## config.mk

```make
export PLATFORM = sky130hd
export DESIGN_NAME = sisc_int_source
export DESIGN_NICKNAME = d
export VERILOG_FILES = /design/src/design/sisc_pkg.sv /design/src/design/sisc_edge_latch.sv /design/src/design/sisc_int_source.sv
export SDC_FILE = /design/constraint.sdc
export NUM_CORES = 1
export LEC_CHECK = 0
export BUFFER_PORTS_ARGS = -buffer_cell sky130_fd_sc_hd__buf_2
export CORE_ASPECT_RATIO = 0.6
export CORE_MARGIN = 2
export CORE_UTILIZATION = 35
export CTS_CLUSTER_DIAMETER = 60
export CTS_CLUSTER_SIZE = 14
export DETAILED_ROUTE_END_ITERATION = 6
export MAX_ROUTING_LAYER = met4
export PLACE_DENSITY = 0.64
export SLEW_MARGIN = 20
export SYNTH_ARGS = -nofsm -noshare
export SYNTH_HDL_FRONTEND = slang
export SYNTH_SLANG_ARGS = --single-unit
```

## constraint.sdc

```tcl
create_clock -name clock -period 4.47 [get_ports clock]
set_input_delay 0.2235 -clock clock [delete_from_list [all_inputs] [get_ports clock]]
set_output_delay 0.2235 -clock clock [all_outputs]
set_load 0.05 [all_outputs]
```

## src/design/sisc_pkg.sv

```systemverilog
// Purpose: Constants for the interrupt source status and data event config block
// Assumes: Byte-wide register port behind the serial interface core
// Notes:   Offsets are register addresses on the device's serial interface
package sisc_pkg;
	localparam logic [7:0] ADDR_STATUS      = 8'h00;
	localparam logic [7:0] ADDR_FIFO_STATUS = 8'h00;
	localparam logic [7:0] ADDR_OUT_FIRST   = 8'h01;
	localparam logic [7:0] ADDR_OUT_LAST    = 8'h05;
	localparam logic [7:0] ADDR_INT_SOURCE  = 8'h12;
	localparam logic [7:0] ADDR_EVENT_CFG   = 8'h13;

	localparam logic [7:0] INT_SOURCE_RESET = 8'h00;
	localparam logic [2:0] EVENT_CFG_RESET  = 3'h0;
	localparam logic [7:0] EVENT_CFG_WMASK  = 8'h07;
	localparam int         CFG_WIDTH        = 3;

	localparam int BIT_DATA_READY  = 7;
	localparam int BIT_FIFO        = 6;
	localparam int BIT_PRESS_WIN   = 5;
	localparam int BIT_TEMP_WIN    = 4;
	localparam int BIT_PRESS_THR   = 3;
	localparam int BIT_TEMP_THR    = 2;
	localparam int BIT_PRESS_DELTA = 1;
	localparam int BIT_TEMP_DELTA  = 0;

	localparam int CFG_CHANGE_MODE = 2;
	localparam int CFG_PRESS_EN    = 1;
	localparam int CFG_TEMP_EN     = 0;

	localparam logic [5:0] FIFO_FULL_COUNT   = 6'h20;
	localparam logic [5:0] WATERMARK_OFF     = 6'h00;
	localparam int         NUM_SOURCES       = 8;
endpackage : sisc_pkg

```

## src/design/sisc_edge_latch.sv

```systemverilog
// Purpose: Sticky status bit set by a rising edge of its event level
// Assumes: Event level and clear are synchronous to clock
// Notes:   A set in the clear cycle wins, so no event is lost
`timescale 1ns/10ps
module sisc_edge_latch (
	// Clock and reset
	input  wire logic clock,
	input  wire logic rst_n,
	// Event and clear
	input  wire logic event_level,
	input  wire logic clear,
	// Status
	output logic      flag_reg
);
	logic level_reg;
	logic flag_next;
	logic rise;

	always_comb begin
		rise      = event_level & ~level_reg;
		flag_next = rise | (flag_reg & ~clear);
	end

	always_ff @(posedge clock or negedge rst_n) begin
		if (!rst_n) begin
			level_reg <= 1'b0;
			flag_reg  <= 1'b0;
		end else begin
			level_reg <= event_level;
			flag_reg  <= flag_next;
		end
	end

	set_on_rise_a: assert property (@(posedge clock) disable iff (!rst_n)
		(event_level && !$past(event_level)) |=> flag_reg)
		else $error("Flag not set after rising event");
	no_rise_set_a: assert property (@(posedge clock) disable iff (!rst_n)
		$rose(flag_reg) |-> $past(event_level) && !$past(event_level, 2))
		else $error("Flag set without rising event");
	set_beats_clear_a: assert property (@(posedge clock) disable iff (!rst_n)
		(clear && event_level && !$past(event_level)) |=> flag_reg)
		else $error("Event lost under clear");
endmodule : sisc_edge_latch

```

## src/design/sisc_int_source.sv

```systemverilog
// Purpose: Interrupt source status and data event configuration registers
// Assumes: Register port strobes come from the serial interface core, one cycle each
// Notes:   Measurement values are compared unsigned except against the lower window edge, which is signed; sample strobes are one cycle
`timescale 1ns/10ps
module sisc_int_source (
	// Clock and reset
	input  wire logic        clock,
	input  wire logic        rst_n,
	// Register port
	input  wire logic [7:0]  reg_addr,
	input  wire logic        reg_rd,
	input  wire logic        reg_wr,
	input  wire logic [7:0]  reg_wdata,
	output logic      [7:0]  reg_rdata_reg,
	// Data ready sources
	input  wire logic        new_data_flag,
	input  wire logic        data_overwrite_flag,
	input  wire logic        data_ready_enable,
	// FIFO sources
	input  wire logic        fifo_enabled,
	input  wire logic [5:0]  fifo_sample_count,
	input  wire logic [5:0]  fifo_watermark_level,
	// Pressure measurement
	input  wire logic        press_sample,
	input  wire logic [15:0] press_value,
	input  wire logic [15:0] press_target,
	input  wire logic [15:0] press_window,
	// Temperature measurement
	input  wire logic        temp_sample,
	input  wire logic [7:0]  temp_value,
	input  wire logic [7:0]  temp_target,
	input  wire logic [7:0]  temp_window,
	// Status and events
	output logic      [7:0]  int_source,
	output logic             fifo_overflow_flag_reg,
	output logic             press_data_event_reg,
	output logic             temp_data_event_reg
);
	// Configuration and readback state
	logic [2:0]  cfg_reg;
	logic [2:0]  cfg_next;
	logic [7:0]  rdata_next;
	logic        status_seen_reg;
	logic        status_seen_next;
	// Measurement history
	logic [15:0] press_prev_reg;
	logic [15:0] press_prev_next;
	logic [7:0]  temp_prev_reg;
	logic [7:0]  temp_prev_next;
	logic        press_win_reg;
	logic        press_win_next;
	logic        temp_win_reg;
	logic        temp_win_next;
	logic        press_cross_reg;
	logic        press_cross_next;
	logic        temp_cross_reg;
	logic        temp_cross_next;
	logic        press_evt_next;
	logic        temp_evt_next;
	logic        ovf_next;
	// Source decode
	logic [7:0]  src_level;
	logic [7:0]  src_clear;
	logic        read_status;
	logic        read_fifo;
	logic        read_output;
	logic        read_source;

	// Crossing of any of lower, center or upper; only center with zero window
	function automatic logic crossed(input logic [17:0] prev, input logic [17:0] cur,
			input logic [17:0] tgt, input logic [17:0] win);
		logic [17:0] hi;
		logic [17:0] lo;
		logic        c;
		hi = tgt + win;
		lo = tgt - win;
		c  = (prev < tgt) != (cur < tgt);
		if (win != 18'h0_0000) begin
			c = c | ((prev < hi) != (cur < hi));
			c = c | ($signed(prev) < $signed(lo)) != ($signed(cur) < $signed(lo));
		end
		crossed = c;
	endfunction : crossed

	// Inside target plus or minus window; zero window never matches
	function automatic logic in_window(input logic [17:0] cur, input logic [17:0] tgt,
			input logic [17:0] win);
		logic [17:0] diff;
		diff      = (cur >= tgt) ? cur - tgt : tgt - cur;
		in_window = (win != 18'h0_0000) && (diff <= win);
	endfunction : in_window

	always_comb begin
		read_status = reg_rd && (reg_addr == sisc_pkg::ADDR_STATUS) && !fifo_enabled;
		read_fifo   = reg_rd && (reg_addr == sisc_pkg::ADDR_FIFO_STATUS) && fifo_enabled;
		read_output = reg_rd && (reg_addr >= sisc_pkg::ADDR_OUT_FIRST)
			&& (reg_addr <= sisc_pkg::ADDR_OUT_LAST);
		read_source = reg_rd && (reg_addr == sisc_pkg::ADDR_INT_SOURCE);
	end

	// Register port: only the three low config bits are stored
	always_comb begin
		cfg_next         = cfg_reg;
		status_seen_next = status_seen_reg;
		rdata_next       = 8'h00;
		if (reg_wr && (reg_addr == sisc_pkg::ADDR_EVENT_CFG)) begin
			cfg_next = reg_wdata[sisc_pkg::CFG_WIDTH-1:0];
		end
		// A write to the source address falls through untouched
		if (read_status) begin
			status_seen_next = 1'b1;
		end else if (read_output) begin
			status_seen_next = 1'b0;
		end
		if (reg_rd) begin
			case (reg_addr)
				sisc_pkg::ADDR_INT_SOURCE: rdata_next = int_source;
				sisc_pkg::ADDR_EVENT_CFG:  rdata_next = {5'h00, cfg_reg};
				default:                   rdata_next = 8'h00;
			endcase
		end
	end

	always_ff @(posedge clock or negedge rst_n) begin
		if (!rst_n) begin
			cfg_reg         <= sisc_pkg::EVENT_CFG_RESET;
			status_seen_reg <= 1'b0;
			reg_rdata_reg   <= 8'h00;
		end else begin
			cfg_reg         <= cfg_next;
			status_seen_reg <= status_seen_next;
			reg_rdata_reg   <= rdata_next;
		end
	end

	// Measurement tracking, updated on each sample strobe; FIFO overflow flag updated every cycle
	always_comb begin
		press_prev_next  = press_prev_reg;
		temp_prev_next   = temp_prev_reg;
		press_win_next   = press_win_reg;
		temp_win_next    = temp_win_reg;
		press_cross_next = 1'b0;
		temp_cross_next  = 1'b0;
		press_evt_next   = 1'b0;
		temp_evt_next    = 1'b0;
		if (press_sample) begin
			press_prev_next  = press_value;
			press_win_next   = in_window({2'b00, press_value}, {2'b00, press_target},
				{2'b00, press_window});
			press_cross_next = crossed({2'b00, press_prev_reg}, {2'b00, press_value},
				{2'b00, press_target}, {2'b00, press_window});
			press_evt_next   = cfg_reg[sisc_pkg::CFG_PRESS_EN]
				&& (!cfg_reg[sisc_pkg::CFG_CHANGE_MODE]
				|| (press_value != press_prev_reg));
		end
		if (temp_sample) begin
			temp_prev_next  = temp_value;
			temp_win_next   = in_window({10'h000, temp_value}, {10'h000, temp_target},
				{10'h000, temp_window});
			temp_cross_next = crossed({10'h000, temp_prev_reg}, {10'h000, temp_value},
				{10'h000, temp_target}, {10'h000, temp_window});
			temp_evt_next   = cfg_reg[sisc_pkg::CFG_TEMP_EN]
				&& (!cfg_reg[sisc_pkg::CFG_CHANGE_MODE]
				|| (temp_value != temp_prev_reg));
		end
		ovf_next = fifo_enabled && (fifo_sample_count == sisc_pkg::FIFO_FULL_COUNT);
	end

	always_ff @(posedge clock or negedge rst_n) begin
		if (!rst_n) begin
			press_prev_reg         <= 16'h0000;
			temp_prev_reg          <= 8'h00;
			press_win_reg          <= 1'b0;
			temp_win_reg           <= 1'b0;
			press_cross_reg        <= 1'b0;
			temp_cross_reg         <= 1'b0;
			press_data_event_reg   <= 1'b0;
			temp_data_event_reg    <= 1'b0;
			fifo_overflow_flag_reg <= 1'b0;
		end else begin
			press_prev_reg         <= press_prev_next;
			temp_prev_reg          <= temp_prev_next;
			press_win_reg          <= press_win_next;
			temp_win_reg           <= temp_win_next;
			press_cross_reg        <= press_cross_next;
			temp_cross_reg         <= temp_cross_next;
			press_data_event_reg   <= press_evt_next;
			temp_data_event_reg    <= temp_evt_next;
			fifo_overflow_flag_reg <= ovf_next;
		end
	end

	// Source levels and their clearing reads
	always_comb begin
		src_level = 8'h00;
		src_clear = 8'h00;
		src_level[sisc_pkg::BIT_DATA_READY]  = (new_data_flag | data_overwrite_flag)
			& data_ready_enable;
		src_level[sisc_pkg::BIT_FIFO]        = fifo_overflow_flag_reg
			| (fifo_enabled && (fifo_watermark_level != sisc_pkg::WATERMARK_OFF)
			&& (fifo_sample_count == fifo_watermark_level));
		src_level[sisc_pkg::BIT_PRESS_WIN]   = press_win_reg;
		src_level[sisc_pkg::BIT_TEMP_WIN]    = temp_win_reg;
		src_level[sisc_pkg::BIT_PRESS_THR]   = press_cross_reg;
		src_level[sisc_pkg::BIT_TEMP_THR]    = temp_cross_reg;
		src_level[sisc_pkg::BIT_PRESS_DELTA] = press_data_event_reg;
		src_level[sisc_pkg::BIT_TEMP_DELTA]  = temp_data_event_reg;
		src_clear[sisc_pkg::BIT_DATA_READY]  = read_output && status_seen_reg;
		src_clear[sisc_pkg::BIT_FIFO]        = read_fifo;
		src_clear[5:0]                       = {6{read_source}};
	end

	// Status bits only move through set and clear, never by a write
	genvar gi;
	generate
		for (gi = 0; gi < sisc_pkg::NUM_SOURCES; gi++) begin : g_src
			sisc_edge_latch u_latch (
				.clock       (clock),
				.rst_n       (rst_n),
				.event_level (src_level[gi]),
				.clear       (src_clear[gi]),
				.flag_reg    (int_source[gi])
			);
		end
	endgenerate

	drdy_needs_seq_a: assert property (@(posedge clock) disable iff (!rst_n)
		$fell(int_source[sisc_pkg::BIT_DATA_READY]) |-> $past(read_output && status_seen_reg))
		else $error("Data ready cleared without status then output read");
	fifo_clear_read_a: assert property (@(posedge clock) disable iff (!rst_n)
		$fell(int_source[sisc_pkg::BIT_FIFO]) |-> $past(read_fifo))
		else $error("FIFO bit cleared without FIFO status read");
	write_ignored_a: assert property (@(posedge clock) disable iff (!rst_n)
		(reg_wr && !reg_rd && reg_addr == sisc_pkg::ADDR_INT_SOURCE
		&& src_level == 8'h00) |=> (int_source & ~$past(int_source)) == 8'h00)
		else $error("Write changed status bits");
	zero_win_press_a: assert property (@(posedge clock) disable iff (!rst_n)
		(press_sample && press_window == 16'h0000) |=> !press_win_reg)
		else $error("Pressure window alert with zero window");
	zero_win_temp_a: assert property (@(posedge clock) disable iff (!rst_n)
		(temp_sample && temp_window == 8'h00) |=> !temp_win_reg)
		else $error("Temperature window alert with zero window");
	center_cross_a: assert property (@(posedge clock) disable iff (!rst_n)
		(press_sample && (press_prev_reg < press_target) && (press_value >= press_target))
		|=> press_cross_reg ##1 int_source[sisc_pkg::BIT_PRESS_THR])
		else $error("Center crossing not flagged");
	every_sample_a: assert property (@(posedge clock) disable iff (!rst_n)
		(temp_sample && cfg_reg == 3'h1) |=> temp_data_event_reg)
		else $error("Temperature data event missed in every-sample mode");
	change_only_a: assert property (@(posedge clock) disable iff (!rst_n)
		(press_sample && cfg_reg[sisc_pkg::CFG_CHANGE_MODE]
		&& press_value == press_prev_reg) |=> !press_data_event_reg)
		else $error("Pressure event without data change");
	press_disable_a: assert property (@(posedge clock) disable iff (!rst_n)
		!cfg_reg[sisc_pkg::CFG_PRESS_EN] |=> !press_data_event_reg)
		else $error("Pressure event while disabled");
	wmrk_zero_a: assert property (@(posedge clock) disable iff (!rst_n)
		(fifo_watermark_level == sisc_pkg::WATERMARK_OFF && !fifo_overflow_flag_reg)
		|-> !src_level[sisc_pkg::BIT_FIFO])
		else $error("FIFO event with zero watermark and no overflow");
	overflow_flag_a: assert property (@(posedge clock) disable iff (!rst_n)
		(fifo_enabled && fifo_sample_count == 6'h20) |=> fifo_overflow_flag_reg)
		else $error("Overflow not flagged at full count");
	cfg_readback_a: assert property (@(posedge clock) disable iff (!rst_n)
		(reg_rd && reg_addr == sisc_pkg::ADDR_EVENT_CFG) |=> reg_rdata_reg[7:3] == 5'h00)
		else $error("Reserved config bits read nonzero");
	drdy_rise_set_a: assert property (@(posedge clock) disable iff (!rst_n)
		$rose((new_data_flag || data_overwrite_flag) && data_ready_enable)
		|=> int_source[sisc_pkg::BIT_DATA_READY])
		else $error("Data ready bit not set on new data");
	fifo_mark_set_a: assert property (@(posedge clock) disable iff (!rst_n)
		($rose(fifo_enabled && (fifo_watermark_level != sisc_pkg::WATERMARK_OFF)
		&& (fifo_sample_count == fifo_watermark_level)) && !$past(fifo_overflow_flag_reg))
		|=> int_source[sisc_pkg::BIT_FIFO])
		else $error("FIFO bit not set on watermark match");
	temp_center_a: assert property (@(posedge clock) disable iff (!rst_n)
		(temp_sample && (temp_prev_reg >= temp_target) && (temp_value < temp_target))
		|=> temp_cross_reg)
		else $error("Temperature center crossing not flagged");
	press_delta_a: assert property (@(posedge clock) disable iff (!rst_n)
		$rose(press_data_event_reg) |=> int_source[sisc_pkg::BIT_PRESS_DELTA])
		else $error("Pressure delta bit not set on data event");
	temp_disable_a: assert property (@(posedge clock) disable iff (!rst_n)
		!cfg_reg[sisc_pkg::CFG_TEMP_EN] |=> !temp_data_event_reg)
		else $error("Temperature event while disabled");
	source_read_clear_a: assert property (@(posedge clock) disable iff (!rst_n)
		(read_source && src_level[5:0] == 6'h00) |=> int_source[5:0] == 6'h00)
		else $error("Source read did not clear status bits");
endmodule : sisc_int_source

```

==> impl_metrics.ini <==
[detailed_routing]
drt-initial-drc-count = 915
viasPerCell = 5.49
drt-wirelength-per-cell_um = 20.3
wl_um = 34300
drc_errors = 0
route.vias.total = 9296
antenna_left = 0
dr.pass1.iters = 5

[clock_tree]
postCtsSetupBuffers = 0
hold_buffers = 0
cts_buffers = 9
clock-sinks = 59
root_buffer = clkbuf_16
cts_max_path_buffers = 2
clk_pin_slew_ns = 0.06
post_cts_resized = 0
worstSkewPairLatency_ns = 0.33
h-tree-depth = 3
cts_tree = yes

[floorplan]
num_io_pins = 129
start_util = 0.359
fp-row-count = 47
die_w_um = 222
coreArea_um2 = 27800
dieArea_um2 = 29900
dieHeight_um = 135

[yosys]
synth_enable_flop_cells = 0
synth_nets = 1510
avgSynthCellArea_um2 = 8.58
synth_seq_cells = 59
yosys_warnings = 0
synth_cells = 1162
synth_ff_type = dfrtp_1
async_reset_ff_frac = 1.00
synth_area_um2 = 9970
yosysSeqAreaShare = 0.148
synth_cell_type_count = 79

[power]
ir_worst_vdd_uv = 139
leakage_nw = 5.87
power.internal_mw = 1.76
comb_power_share = 0.573
p_sw_mw = 1.36
switching_share = 0.435
clkPwrFrac = 0.215
power_per_cell_area_nw_per_um2 = 269
p_seq_frac = 0.212
power.total_mw = 3.12

[worst_hold_path]
worstHoldPathType = input port to async pin

[grt]
antenna_found_initial = 1
grt_usage = 0.237
grt_pass1_wl_um = 51800
gr-total-overflow = 0
grt_pass1_vias = 8813
grt_max_degree = 60

[place]
gp_congestion = 0.997
dpl_cell_area_um2 = 11300
portBuffers = 123
place_hpwl_um = 29700

[worst_setup_path]
critical_path_class = input port to flop
slowest_stage = fa_1
cp_cell_sequence = buf_2 > ha_1 > fa_1 > nand2b_1 > a21oi_1 > o311ai_1 > buf_4 > a31oi_1 > a221o_1 > a21oi_1 > o21bai_1 > xor2_1 > ha_1 > a2111oi_1 > buf_4 > nand2_1 > a311o_1 > o21ai_0 > xnor2_1 > nor4_1 > a221o_1
cp_max_fo = 2
arrival_ns = 4.42
worstPathRequired_ns = 4.68
cp-start-kind = input port
worst_setup_path_end_kind = flop
critical-path-max-stage-delay_ns = 0.42

[sta]
finalHoldViolCount = 0
timing.fmax_mhz = 238
skew_ns = 0.00887
fin_crit_sh = 0.942
finalSetupTns_ns = 0
worst_pin_slew_ns = 0.790
relSlewSlack = 0.473
drv_slew = 0
post-route-min-period_ns = 4.21
rsz0062_at_grt = no
setup_viol = 0

[cells_and_area]
largest_reg_flops = 16
drive_above_1_share = 0.192
syn2layout_area_growth_pct = 16.2
postLayoutCellArea_um2 = 11600
layout_commonest_cell = ha_1
nNetsFinal = 1668
final_cell_mix = ha_1 (230), inv_1 (123), buf_2 (123), a21oi_1 (99), xnor2_1 (72)

[job]
drv_cap = 0

[status]
status = finished, final reports clean
## Yosys cell counts, drive strengths merged, types with 13 or more instances
| cell | number | area share |
|---|---|---|
| a21o | 48 | 0.036 |
| a21oi | 102 | 0.052 |
| buf | 20 | 0.015 |
| clkbuf | 13 | 0.0049 |
| dfrtp | 59 | 0.15 |
| ha | 230 | 0.29 |
| inv | 123 | 0.046 |
| mux2 | 33 | 0.037 |
| nand2 | 40 | 0.015 |
| nand3 | 17 | 0.0090 |
| nand4 | 21 | 0.013 |
| nor2 | 61 | 0.023 |
| nor2b | 13 | 0.0082 |
| nor3 | 21 | 0.011 |
| o21a | 25 | 0.019 |
| o21ai | 60 | 0.031 |
| o21bai | 15 | 0.011 |
| xnor2 | 72 | 0.063 |
| xor2 | 21 | 0.018 |
## worst paths after layout
path / from / depth (start not counted) / end / slack, ns
worst max-delay path: press_target[0] / 21 / press_cross_reg / 0.26
worst min-delay path: rst_n / 2 / press_prev_reg[1] / 0.05
worst max register to register: press_prev_reg[11] / 9 / press_cross_reg / 1.82
worst min register to register: temp_cross_reg / 0 / g_src[2].u_latch.level_reg / 0.37
max in group asynchronous: rst_n / 2 / temp_data_event_reg / 3.89
min in group clock: fifo_sample_count[1] / 2 / fifo_overflow_flag_reg / 0.07
## kinds of logic after synthesis
| group | synth area share |
|---|---|
| xor+xnor | 0.0817 |
| compound gates | 0.227 |
| mux | 0.0473 |
| flops | 0.148 |
| fa+ha+maj | 0.305 |
| simple gates | 0.124 |
| buf+inv | 0.0665 |
## metrics by stage
stage	setup WS, ns	util	instances	hold slack [ns]
after floorplan	0.375	-	1162	-0.0721
after global placement	-0.131	0.406	1676	0.363
after detailed placement	-0.145	0.406	1676	0.364
after CTS	0.193	0.417	1692	0.0518
after global routing	0.0592	0.417	1693	0.0565
final	0.260	0.417	1693	0.0472
## layout make-up
cell class              count  area (um^2)
inverters                 123          462
diodes                      1         2.50
flip-flops and latches     59         1480
fillers                  2821        16200
well taps                 367          459
multi-input cells         947         7840
clock inverters             6         47.5
clock buffers              10          239
repair buffers            180         1060
## worst max-delay path: cells and delay by family
kind / cells / cell delay (ns)
simple gates: 3 / 0.21
fa+ha+maj: 3 / 0.95
buf+inv: 3 / 0.46
compound gates: 10 / 2.15
xor+xnor: 2 / 0.42
## power by group through the flow
stage          clock network [mW]  registers, mW  logic, mW
3_5_place_dp                    0          0.670       1.73
2_1_floorplan                   0          0.644       1.19
4_1_cts                     0.693          0.661       1.74
6_report                    0.671          0.662       1.79
5_1_grt                     0.715          0.671       1.98
3_3_place_gp                    0          0.667       1.69
## per-layer routing
layer / track usage / up-vias / share of wire
met5: - / - / 0
met4: 0.0364 / 0 / 0.0097
met3: 0.0672 / 17 / 0.11
met2: 0.281 / 354 / 0.34
met1: 0.380 / 4417 / 0.54
li1: - / 4508 / -
Note: power is estimated with default switching activity, not from simulation.
